**config.mk**
```make
export PLATFORM = sky130hd
export DESIGN_NAME = rcc_top
export DESIGN_NICKNAME = d
export VERILOG_FILES = /design/src/shared/rcc_pkg.sv /design/src/hw/rcc_calendar.sv /design/src/hw/rcc_pulse_gen.sv /design/src/hw/rcc_top.sv
export SDC_FILE = /design/constraint.sdc
export NUM_CORES = 1
export LEC_CHECK = 0
export BUFFER_PORTS_ARGS = -buffer_cell sky130_fd_sc_hd__buf_2
export CORE_MARGIN = 4
export CORE_UTILIZATION = 52
export CTS_CLUSTER_SIZE = 28
export DETAILED_ROUTE_END_ITERATION = 6
export GPL_TIMING_DRIVEN = 0
export PLACE_DENSITY_LB_ADDON = 0.1
export SLEW_MARGIN = 20
export SYNTH_ARGS = -nofsm -noshare
export SYNTH_HDL_FRONTEND = slang
export SYNTH_SLANG_ARGS = --single-unit
```
**constraint.sdc**
```tcl
create_clock -name clk_in -period 3.1 [get_ports clk_in]
set_input_delay 0.31 -clock clk_in [delete_from_list [all_inputs] [get_ports clk_in]]
set_output_delay 0.31 -clock clk_in [all_outputs]
set_load 0.02 [all_outputs]
```
**src/shared/rcc_pkg.sv**
```systemverilog
// package for the rtc calendar and calibration output block
package rcc_pkg;
    // register map
    localparam logic [7:0] REG_CAL_CFG = 8'h0F;
    localparam logic [7:0] REG_DATE = 8'h06;
    localparam logic [7:0] REG_MONTH = 8'h07;
    localparam logic [7:0] REG_YEAR = 8'h08;
    localparam logic [7:0] REG_STATUS = 8'h10;
    localparam logic [7:0] REG_CTRL = 8'h11;
    localparam logic [7:0] CAL_CFG_RESET = 8'h00;
    localparam logic [7:0] DATE_RESET = 8'h01;
    localparam logic [7:0] MONTH_RESET = 8'h01;
    localparam logic [7:0] YEAR_RESET = 8'h00;
    localparam logic [7:0] CTRL_RESET = 8'h00;
    // calibration config fields
    localparam int BIT_SLEEP_ROUTE = 7;
    localparam int BIT_CAL_EN = 6;
    localparam int FREQ_SEL_LSB = 4;
    localparam int ROUTES = 4;
    // control register fields
    localparam int BIT_DEEP_SLEEP = 0;
    // calendar constants
    localparam logic [7:0] MONTH_FIRST = 8'h01;
    localparam logic [7:0] MONTH_LAST = 8'h0C;
    localparam logic [7:0] MONTH_FEB = 8'h02;
    localparam logic [7:0] DAYS_31 = 8'h1F;
    localparam logic [7:0] DAYS_30 = 8'h1E;
    localparam logic [7:0] DAYS_29 = 8'h1D;
    localparam logic [7:0] DAYS_28 = 8'h1C;
    localparam logic [7:0] LEAP_MIN = 8'h04;
    localparam logic [7:0] LEAP_MAX = 8'h60;
    // timing: 32.768 kHz timekeeping clock feeds the block
    localparam int TK_HZ = 32768;
    localparam int FAST_FACTOR = 125;
    localparam int FAST_TK_HZ = TK_HZ * FAST_FACTOR;
    // half-periods in timekeeping ticks (the 500 Hz one worked out via fast mode ticks, then scaled back)
    localparam int HZ_1 = 1;
    localparam int HZ_512 = 512;
    localparam int HZ_500 = 500;
    localparam int HZ_16K = 16000;
    localparam logic [15:0] HALF_1HZ = 16'((TK_HZ / HZ_1) / 2);
    localparam logic [15:0] HALF_512HZ = 16'((TK_HZ / HZ_512) / 2);
    localparam logic [15:0] HALF_500HZ = 16'((FAST_TK_HZ / HZ_500) / 2 / FAST_FACTOR);
    localparam logic [15:0] HALF_16KHZ = 16'h0001;

    typedef enum logic [1:0] {
        FREQ_1HZ = 2'h0,
        FREQ_512HZ = 2'h1,
        FREQ_500HZ = 2'h2,
        FREQ_16KHZ = 2'h3
    } rcc_freq_sel_t;

    typedef struct packed {
        logic cal_out_sleep_route_enable;
        logic cal_en;
        rcc_freq_sel_t cal_freq_select;
        logic [3:0] route_sel;
    } rcc_cal_cfg_t;

    typedef struct packed {
        logic [7:0] date;
        logic [7:0] month;
        logic [7:0] year;
    } rcc_cal_date_t;
endpackage

```
**src/hw/rcc_calendar.sv**
```systemverilog
// calendar date, month and year counters with month length and leap years
`timescale 1ns/1ps
`default_nettype none
module rcc_calendar (
    // clock and reset
    input wire logic clk_in,
    input wire logic rst_in,
    // day carry from the hour counter
    input wire logic day_tick_in,
    // software load
    input wire logic load_in,
    input wire logic [1:0] load_sel_in,
    input wire logic [7:0] load_data_in,
    // state
    output rcc_pkg::rcc_cal_date_t date_out,
    output logic year_tick_out
);
    function automatic logic [7:0] last_day(input logic [7:0] month, input logic [7:0] year);
        logic leap;
        leap = (year >= rcc_pkg::LEAP_MIN) && (year <= rcc_pkg::LEAP_MAX)
            && (year[1:0] == 2'h0);
        case (month)
            8'h04, 8'h06, 8'h09, 8'h0B: last_day = rcc_pkg::DAYS_30;
            rcc_pkg::MONTH_FEB: last_day = leap ? rcc_pkg::DAYS_29 : rcc_pkg::DAYS_28;
            default: last_day = rcc_pkg::DAYS_31;
        endcase
    endfunction

    logic [7:0] date_q;
    logic [7:0] month_q;
    logic [7:0] year_q;
    logic year_tick_q;
    logic date_wrap;
    logic month_wrap;

    assign date_wrap = date_q >= last_day(month_q, year_q);
    assign month_wrap = month_q >= rcc_pkg::MONTH_LAST;

    always_ff @(posedge clk_in)
    begin
        if (rst_in)
        begin
            date_q <= rcc_pkg::DATE_RESET;
            month_q <= rcc_pkg::MONTH_RESET;
            year_q <= rcc_pkg::YEAR_RESET;
            year_tick_q <= 1'b0;
        end
        else
        begin
            year_tick_q <= 1'b0;
            if (load_in)
            begin
                case (load_sel_in)
                    2'h0: date_q <= load_data_in;
                    2'h1: month_q <= load_data_in;
                    default: year_q <= load_data_in;
                endcase
            end
            else if (day_tick_in)
            begin
                if (date_wrap)
                begin
                    date_q <= rcc_pkg::DATE_RESET;
                    if (month_wrap)
                    begin
                        month_q <= rcc_pkg::MONTH_FIRST;
                        year_q <= year_q + 8'h01;
                        year_tick_q <= 1'b1;
                    end
                    else
                        month_q <= month_q + 8'h01;
                end
                else
                    date_q <= date_q + 8'h01;
            end
        end
    end

    assign date_out = '{date: date_q, month: month_q, year: year_q};
    assign year_tick_out = year_tick_q;
endmodule // rcc_calendar
`default_nettype wire

```
**src/hw/rcc_pulse_gen.sv**
```systemverilog
// calibration pulse generator: square wave from the selected half period (the 500 Hz setting uses the same half period as 512 Hz)
`timescale 1ns/1ps
`default_nettype none
module rcc_pulse_gen (
    // clock and reset
    input wire logic clk_in,
    input wire logic rst_in,
    // control
    input wire logic enable_in,
    input wire rcc_pkg::rcc_freq_sel_t freq_sel_in,
    // output wave
    output logic wave_out
);
    typedef enum logic [1:0] {
        PG_IDLE = 2'h0,
        PG_HIGH = 2'h1,
        PG_LOW = 2'h3
    } rcc_pg_state_t;

    rcc_pg_state_t state_q;
    logic [15:0] count_q;
    logic [15:0] half;
    rcc_pkg::rcc_freq_sel_t freq_q;

    always_comb
    begin
        case (freq_sel_in)
            rcc_pkg::FREQ_1HZ: half = rcc_pkg::HALF_1HZ;
            rcc_pkg::FREQ_512HZ: half = rcc_pkg::HALF_512HZ;
            rcc_pkg::FREQ_500HZ: half = rcc_pkg::HALF_500HZ;
            default: half = rcc_pkg::HALF_16KHZ;
        endcase
    end

    always_ff @(posedge clk_in)
    begin
        if (rst_in)
        begin
            state_q <= PG_IDLE;
            count_q <= 16'h0000;
            freq_q <= rcc_pkg::FREQ_1HZ;
        end
        else
        begin
            freq_q <= freq_sel_in;
            case (state_q)
                PG_IDLE:
                begin
                    count_q <= 16'h0001;
                    if (enable_in)
                        state_q <= PG_HIGH;
                end
                PG_HIGH, PG_LOW:
                begin
                    // a frequency change restarts the wave so no runt half period is stretched
                    if (!enable_in || freq_q != freq_sel_in)
                        state_q <= PG_IDLE;
                    else if (count_q >= half)
                    begin
                        count_q <= 16'h0001;
                        state_q <= (state_q == PG_HIGH) ? PG_LOW : PG_HIGH;
                    end
                    else
                        count_q <= count_q + 16'h0001;
                end
                default: state_q <= PG_IDLE;
            endcase
        end
    end

    assign wave_out = (state_q == PG_HIGH);
endmodule // rcc_pulse_gen
`default_nettype wire

```
**src/hw/rcc_top.sv**
```systemverilog
// rtc calendar rollover and calibration pulse output with its registers
`timescale 1ns/1ps
`default_nettype none
module rcc_top (
    // clock and reset (calibrated 32.768 kHz timekeeping clock)
    input wire logic clk_in,
    input wire logic rst_in,
    // register port
    input wire logic [7:0] addr_in,
    input wire logic [7:0] wdata_in,
    input wire logic wr_in,
    input wire logic rd_in,
    output logic [7:0] rdata_out,
    // power mode from the power manager (other clock domain)
    input wire logic deep_sleep_power_mode_in,
    // carry from the hour counter, same clock
    input wire logic day_tick_in,
    // timekeeping speed-up request to the sub-second counter
    output logic fast_timekeeping_out,
    // calendar
    output logic year_tick_out,
    // calibration pins
    output logic [3:0] cal_route_out,
    output logic [3:0] cal_route_oe_out
);
    rcc_pkg::rcc_cal_cfg_t cfg_q;
    logic [7:0] ctrl_q;
    logic [7:0] rdata_q;
    logic sleep_meta_q;
    logic sleep_sync_q;
    logic deep_sleep;
    logic wave;
    logic [3:0] route_en;
    logic [3:0] route_q;
    logic [3:0] route_oe_q;
    logic fast_q;
    logic year_tick_q;
    logic year_tick;
    logic cal_load;
    logic [1:0] cal_sel;
    rcc_pkg::rcc_cal_date_t date;

    function automatic logic is_short_window(input rcc_pkg::rcc_freq_sel_t f);
        is_short_window = (f == rcc_pkg::FREQ_500HZ) || (f == rcc_pkg::FREQ_16KHZ);
    endfunction

    // power mode synchroniser
    always_ff @(posedge clk_in)
    begin
        if (rst_in)
        begin
            sleep_meta_q <= 1'b0;
            sleep_sync_q <= 1'b0;
        end
        else
        begin
            sleep_meta_q <= deep_sleep_power_mode_in;
            sleep_sync_q <= sleep_meta_q;
        end
    end

    assign deep_sleep = sleep_sync_q | ctrl_q[rcc_pkg::BIT_DEEP_SLEEP];

    // configuration register
    always_ff @(posedge clk_in)
    begin
        if (rst_in)
            cfg_q <= rcc_pkg::rcc_cal_cfg_t'(rcc_pkg::CAL_CFG_RESET);
        else if (wr_in && addr_in == rcc_pkg::REG_CAL_CFG)
            cfg_q <= rcc_pkg::rcc_cal_cfg_t'(wdata_in);
    end

    // control register: software force of deep sleep for test
    always_ff @(posedge clk_in)
    begin
        if (rst_in)
            ctrl_q <= rcc_pkg::CTRL_RESET;
        else if (wr_in && addr_in == rcc_pkg::REG_CTRL)
            ctrl_q <= {7'h00, wdata_in[rcc_pkg::BIT_DEEP_SLEEP]};
    end

    // calendar writes go straight to the counters
    always_comb
    begin
        cal_load = 1'b0;
        cal_sel = 2'h0;
        if (wr_in)
        begin
            case (addr_in)
                rcc_pkg::REG_DATE:
                begin
                    cal_load = 1'b1;
                    cal_sel = 2'h0;
                end
                rcc_pkg::REG_MONTH:
                begin
                    cal_load = 1'b1;
                    cal_sel = 2'h1;
                end
                rcc_pkg::REG_YEAR:
                begin
                    cal_load = 1'b1;
                    cal_sel = 2'h2;
                end
                default:
                begin
                    cal_load = 1'b0;
                    cal_sel = 2'h0;
                end
            endcase
        end
    end

    rcc_calendar u_calendar (
        .clk_in(clk_in),
        .rst_in(rst_in),
        .day_tick_in(day_tick_in),
        .load_in(cal_load),
        .load_sel_in(cal_sel),
        .load_data_in(wdata_in),
        .date_out(date),
        .year_tick_out(year_tick)
    );

    rcc_pulse_gen u_pulse (
        .clk_in(clk_in),
        .rst_in(rst_in),
        .enable_in(cfg_q.cal_en),
        .freq_sel_in(cfg_q.cal_freq_select),
        .wave_out(wave)
    );

    // route gating per pin
    genvar gi;
    generate
        for (gi = 0; gi < rcc_pkg::ROUTES; gi++)
        begin : g_route
            if (gi == 0)
            begin : g_r0
                // in deep sleep route 0 needs the sleep route bit, not its own select
                assign route_en[gi] = cfg_q.cal_en
                    && (deep_sleep ? cfg_q.cal_out_sleep_route_enable
                    : cfg_q.route_sel[gi]);
            end
            else
            begin : g_rn
                assign route_en[gi] = cfg_q.cal_en && cfg_q.route_sel[gi]
                    && !deep_sleep;
            end
        end
    endgenerate

    always_ff @(posedge clk_in)
    begin
        if (rst_in)
        begin
            route_q <= 4'h0;
            route_oe_q <= 4'h0;
        end
        else
        begin
            route_q <= route_en & {rcc_pkg::ROUTES{wave}};
            route_oe_q <= route_en;
        end
    end

    // short window speeds timekeeping; only in the full power modes
    always_ff @(posedge clk_in)
    begin
        if (rst_in)
            fast_q <= 1'b0;
        else
            fast_q <= cfg_q.cal_en && is_short_window(cfg_q.cal_freq_select)
                && !deep_sleep;
    end

    always_ff @(posedge clk_in)
    begin
        if (rst_in)
            year_tick_q <= 1'b0;
        else
            year_tick_q <= year_tick;
    end

    // read data stands the cycle after the strobe only
    always_ff @(posedge clk_in)
    begin
        if (rst_in)
            rdata_q <= 8'h00;
        else if (rd_in)
        begin
            case (addr_in)
                rcc_pkg::REG_CAL_CFG: rdata_q <= cfg_q;
                rcc_pkg::REG_DATE: rdata_q <= date.date;
                rcc_pkg::REG_MONTH: rdata_q <= date.month;
                rcc_pkg::REG_YEAR: rdata_q <= date.year;
                rcc_pkg::REG_STATUS: rdata_q <= {5'h00, fast_q, wave, sleep_sync_q};
                rcc_pkg::REG_CTRL: rdata_q <= ctrl_q;
                default: rdata_q <= 8'h00;
            endcase
        end
        else
            rdata_q <= 8'h00;
    end

    assign rdata_out = rdata_q;
    assign cal_route_out = route_q;
    assign cal_route_oe_out = route_oe_q;
    assign fast_timekeeping_out = fast_q;
    assign year_tick_out = year_tick_q;
endmodule // rcc_top
`default_nettype wire

```
# Yosys cells after proc, flatten, opt, wreduce, memory -nomap -nowiden
# Cells that the tools add are included.
[word_totals]
input_bits = 22
register_bits = 74
[classes]
order_cmp = 5
n_mux = 32
reduce_logical = 37
eq_ne = 24
n_bitwise = 5
n_addsub = 4
[op_table]
columns = ["cell", "n"]
rows = [
  ["$mux 8", 14],
  ["$pmux 8 s6", 1],
  ["$eq 8x3->1 const B", 4],
  ["$eq 8x4->1 const B", 4],
  ["$mux 16", 2],
  ["$pmux 16 s2", 1],
  ["$pmux 15 s2", 1],
  ["$add 8x1->8 const B", 3],
  ["$add 16x1->16 const B", 1],
  ["$eq 8x5->1 const B", 2],
  ["$ge 16x15->1", 1],
  ["$pmux 8 s2", 1],
  ["$logic_and 1x1->1", 13],
  ["$mux 2", 5],
  ["$eq 8x2->1 const B", 1],
  ["$ge 8x3->1 const B", 1],
  ["$ge 8x4->1 const B", 1],
  ["$ge 8x8->1", 1],
  ["$le 8x7->1 const B", 1],
  ["$logic_not 2->1", 4],
  ["$pmux 2 s2", 2],
  ["$reduce_bool 2->1", 4],
  ["$reduce_or 2->1", 4],
  ["$reduce_or 4->1", 2],
  ["other kinds (16)", 33],
]

# Logic depth before layout (Yosys ltp)
[depth]
word_depth = 9
ltp_mapped = 13
mapped_depth_nobuf = 12

# Modules after synthesis
# A second synthesis with hierarchy kept.
[unflattened]
cells_unflattened = 473
hier_area_um2 = 4115.2
[modules_own_cells]
columns = ["mod", "area_each_um2", "instances", "cells_each", "seq_area_each_um2"]
rows = [
  ["rcc_calendar", 1637.8, 1, 204, 500.5],
  ["rcc_top", 1303.8, 1, 132, 580.6],
  ["rcc_pulse_gen", 1173.6, 1, 137, 400.4],
]

# Least setup slack after synthesis
# Ideal clock, no wire load.
[synth_path]
kind = "register to register"
startpoint = "register u_calendar.month_q[5]"
endpoint = "register u_calendar.year_q[7]"
path_slack_ps = 326
t_arrival_ps = 2671
period_less_slack_ps = 2774
stages_incl_launch_ff = 11
required_time_ps = 2997
path_buffers = 1
path_cell_list = "dfxtp_1 nor4_1 and3_1 a21oi_1 ha_1 nand2b_1 nor3b_1 o211a_1 clkbuf_1 a21oi_1 a2111oi_2"
[synth_between]
elab_chain_len = 6
elab_cells_between_ends = 12
classes_between = "order compare (2); eq/ne (5); mux (1); reduce/logical (4)"
[synth_lines]
columns = ["item", "line", "text"]
rows = [
  ["start, declared", "rcc_calendar.sv:30", "logic [7:0] month_q;"],
  ["start signal, assigned", "rcc_calendar.sv:44", "month_q <= rcc_pkg::MONTH_RESET;"],
  ["start signal, assigned", "rcc_calendar.sv:55", "2'h1: month_q <= load_data_in;"],
  ["start signal, assigned", "rcc_calendar.sv:66", "month_q <= rcc_pkg::MONTH_FIRST;"],
  ["$eq 8x3->1 or $eq 8x4->1 (tied branches)", "rcc_calendar.sv:22", "case (month)"],
  ["$reduce_or 4->1", "rcc_calendar.sv:22", ""],
  ["$pmux 8 s2", "rcc_calendar.sv:22", ""],
  ["$ge 8x8->1", "rcc_calendar.sv:36", "assign date_wrap = date_q >= last_day(month_q, year_q);"],
  ["$reduce_bool 2->1 (no line)", "-", ""],
  ["$reduce_and 4->1 (no line) (*)", "-", ""],
  ["end signal, assigned", "rcc_calendar.sv:45", "year_q <= rcc_pkg::YEAR_RESET;"],
  ["end signal, assigned", "rcc_calendar.sv:56", "default: year_q <= load_data_in;"],
  ["end signal, assigned", "rcc_calendar.sv:67", "year_q <= year_q + 8'h01;"],
  ["end, declared", "rcc_calendar.sv:31", "logic [7:0] year_q;"],
]
# Every way passes the cells marked *; elsewhere a longest branch is shown, timed or not.
# A chain may end at the register's enable or synchronous reset.

# Final worst setup path
[layout_path]
startpoint = "register u_calendar.month_q[1]"
endpoint = "register u_calendar.month_q[3]"
[layout_between]
elab_chain_len = 6
elab_cells_between_ends = 16
classes_between = "add/sub (1); order compare (2); eq/ne (5); mux (5); reduce/logical (3)"
[layout_lines]
columns = ["item", "line"]
rows = [
  ["$eq 8x3->1 or $eq 8x4->1 (tied branches)", "rcc_calendar.sv:22"],
  ["$reduce_or 4->1", "rcc_calendar.sv:22"],
  ["$pmux 8 s2", "rcc_calendar.sv:22"],
  ["$ge 8x8->1", "rcc_calendar.sv:36"],
  ["$reduce_bool 2->1 (no line)", "-"],
  ["$reduce_and 3->1 (no line)", "-"],
]
# Parallel ways exist; a longest one is shown, timed or not. The select of a mux whose other input is x is not followed.

==> results_dict.tcl <==
set metrics [dict create \
    synth_compound_area_frac 0.198 \
    place.gp.congestion 0.900 \
    ys_ff_latch 74 \
    die-area_um2 9120 \
    synth_top_area_share 0.372 \
    required_ps 3310 \
    layout.nets 565 \
    grt_pass1_vias 3578 \
    viasPerCell 6.16 \
    cts.path.max_buffers 2 \
    clk_latency_ps 350 \
    dr.pass1.iters 5 \
    antenna_found_initial 0 \
    worst_setup_path_start_kind "flop" \
    fin_crit_sh 0.911 \
    yosys.area_share.simple 0.276 \
    avgSynthCellArea_um2 8.31 \
    pre_cts_slack_ps -319 \
    syn-cell-area_um2 3980 \
    std_cell_rows 31 \
    syn-num-nets 517 \
    ys_seq_area_frac 0.372 \
    wl_per_cell_um 17.9 \
    ys.flop_type "dfxtp_1" \
    layout.cells.non_filler 631 \
    syn_inst 479 \
    synth_xor_area_frac 0.0330 \
    cts-htree-levels 3 \
    fp.dieH_um 95.5 \
    finalWorstSetupSlack_ps 276 \
    pin_count 40 \
    synth_edf_count 0 \
    drc 0 \
    place_inst 614 \
    placed_cell_area_um2 4290 \
    setup_viol 0 \
    synth.area.top_cells "dfxtp_1, ha_1, nor2_1" \
    diodes 0 \
    core_area_um2 7330 \
    ant_nets 0 \
    period_needed_ps 2820 \
    cts_buffers 9 \
    finalWirelength_mm 11.3 \
    slew_violations 0 \
    cts_tree "yes" \
    final-hold-violation-count 0 \
    worst_pin_slew_ps 725 \
    worstPathArrival_ps 3040 \
    timing.setup.tns_ps 0 \
    grt_overflow 0 \
    synth_top_family_by_area "simple AND/OR/NAND/NOR gates" \
    yosysTopAreaCell "dfxtp_1" \
    clk_pin_slew_ps 90 \
    syn2layout_area_growth_pct 13.9 \
    fin_skew_ps 6.04 \
    track_usage 0.262 \
    async_reset_ff_frac 0 \
    start_util 0.543 \
    cts.root.buffer_cell "clkbuf_8" \
    cap_viol_max_count 0 \
    hold_path_class "in -> reg" \
    muxShareOfSynthArea 0.0201 \
    first_iter_violations 355 \
    power.density_nw_per_um2 411 \
    status "finished clean" \
    stdcell_area_um2 4530 \
    cellLeakagePower_nw 1.62 \
    cp-end-kind "flop" \
    die_w_um 95.5 \
    critPathMaxFanout 10 \
    drive_gt1_frac 0.152 \
    grt_pass1_wl_mm 18.3 \
    synth_cell_types 67 \
    synth_fa_ha_area_frac 0.0503 \
    timing.fmax_ghz 0.354 \
    ys_warn_count 0 \
    relSlewSlack 0.513 \
    port_buffers 36 \
    num_vias 3888 \
    crit_type "reg -> reg" \
    grt_max_degree 16 \
    place_hpwl_mm 8.27 \
    ir_worst_vdd_mv 0.344 \
    cts_sinks 74 \
]
-- layout by cell type, fill, tap and decap left out, drive strengths merged, types with 10 or more instances in the layout --
cell,Yosys,routed
clkbuf,21,29
buf,7,45
a221oi,11,11
dfxtp,74,74
nor3,27,27
xnor2,10,10
ha,16,16
a21oi,31,31
nand2,39,39
nand3,30,30
nor2,49,49
inv,19,23
-- layer usage --
metal,wire length [um],vias to the layer above,global-route usage,share of wire
met3,983,38,0.0592,0.087
li1,-,1865,-,-
met5,0,-,0,0
met2,5150,171,0.408,0.46
met1,4750,1814,0.343,0.42
met4,407,0,0.124,0.036
-- area by class of cell --
| type | instances | area, um^2 |
|---|---|---|
| Multi-Input combinational cell | 358 | 2320 |
| Inverter | 19 | 71.3 |
| Timing Repair Buffer | 38 | 195 |
| Buffer | 27 | 128 |
| Clock inverter | 7 | 83.8 |
| Fill cell | 674 | 2800 |
| Clock buffer | 9 | 124 |
| Sequential cell | 74 | 1480 |
| Tap cell | 99 | 124 |
-- stage by stage --
step | util | power [W] | hold slack, ps
2_1_floorplan | - | 0.00104 | 414
3_3_place_gp | 0.585 | 0.00108 | 416
3_5_place_dp | 0.585 | 0.00108 | 430
4_1_cts | 0.615 | 0.00187 | 153
5_1_grt | 0.618 | 0.00193 | 180
6_report | 0.618 | 0.00186 | 157
-- sequential cells by signal (all words and copies together) (netlist names), 4 cells and up --
name                count
u_calendar.date_q       8
cal_route_oe_out        4
u_pulse.count_q        16
cal_route_out           4
u_calendar.year_q       8
cfg_q                   8
u_calendar.month_q      8
rdata_out               8
-- where the power goes --
group / internal, W / total (W) / switching, W
Sequential: 0.000955 / 0.000962 / 0.00000706
Clock: 0.000387 / 0.000795 / 0.000408
Combinational: 0.0000349 / 0.000103 / 0.0000685
-- final timing paths --
path | startpoint | end | slack, ps | depth (start not counted)
max | u_calendar.month_q[1] | u_calendar.month_q[3] | 280 | 13
min | deep_sleep_power_mode_in | sleep_meta_q | 160 | 2
max reg2reg | u_calendar.month_q[1] | u_calendar.month_q[3] | 280 | 13
min reg2reg | sleep_meta_q | sleep_sync_q | 440 | 1
-- Yosys cell counts (4+ instances only) --
library cell / count
dfxtp_1: 74
nor2_1: 49
nand2_1: 38
a21oi_1: 31
nand3_1: 30
nor3_1: 27
clkbuf_1: 21
inv_1: 19
ha_1: 16
a221oi_1: 10
xnor2_1: 10
a31oi_1: 9
mux2i_1: 8
nor4_1: 8
a211oi_1: 7
nand2b_1: 7
a22oi_1: 6
and3_1: 6
nor2b_1: 6
and2_1: 5
nand4_1: 5
xor2_1: 5
nand3b_1: 4
nor4b_1: 4
o32ai_1: 4
or2_2: 4
-- critical path: stages, from the launching register on --
cell	delay [ps]
dfxtp_1	490
ha_1	290
nor2_1	70
o22ai_1	110
and3b_1	170
a21oi_1	50
ha_1	270
nand2b_1	110
nor3b_2	250
o211ai_1	130
buf_4	180
clkbuf_2	200
a221oi_1	270
nor3_1	90
-- kinds of logic after synthesis --
group	count (synthesis)
adder cells (fa/ha/maj)	16
XOR/XNOR	15
buffers and inverters	47
multiplexers	8
flip-flops	74
AO/OA/AOI/OAI	108
AND/OR/NAND/NOR	211
-- what timing repair did --
item,4_1_cts,5_1_grt
setup buffers,2,0
endpoints found under the setup margin,21,16
endpoints found under the hold margin,0,0
gates resized for setup,1,8
hold buffers,0,0
pin swaps,1,0
Power figures use the tool's default switching activity.
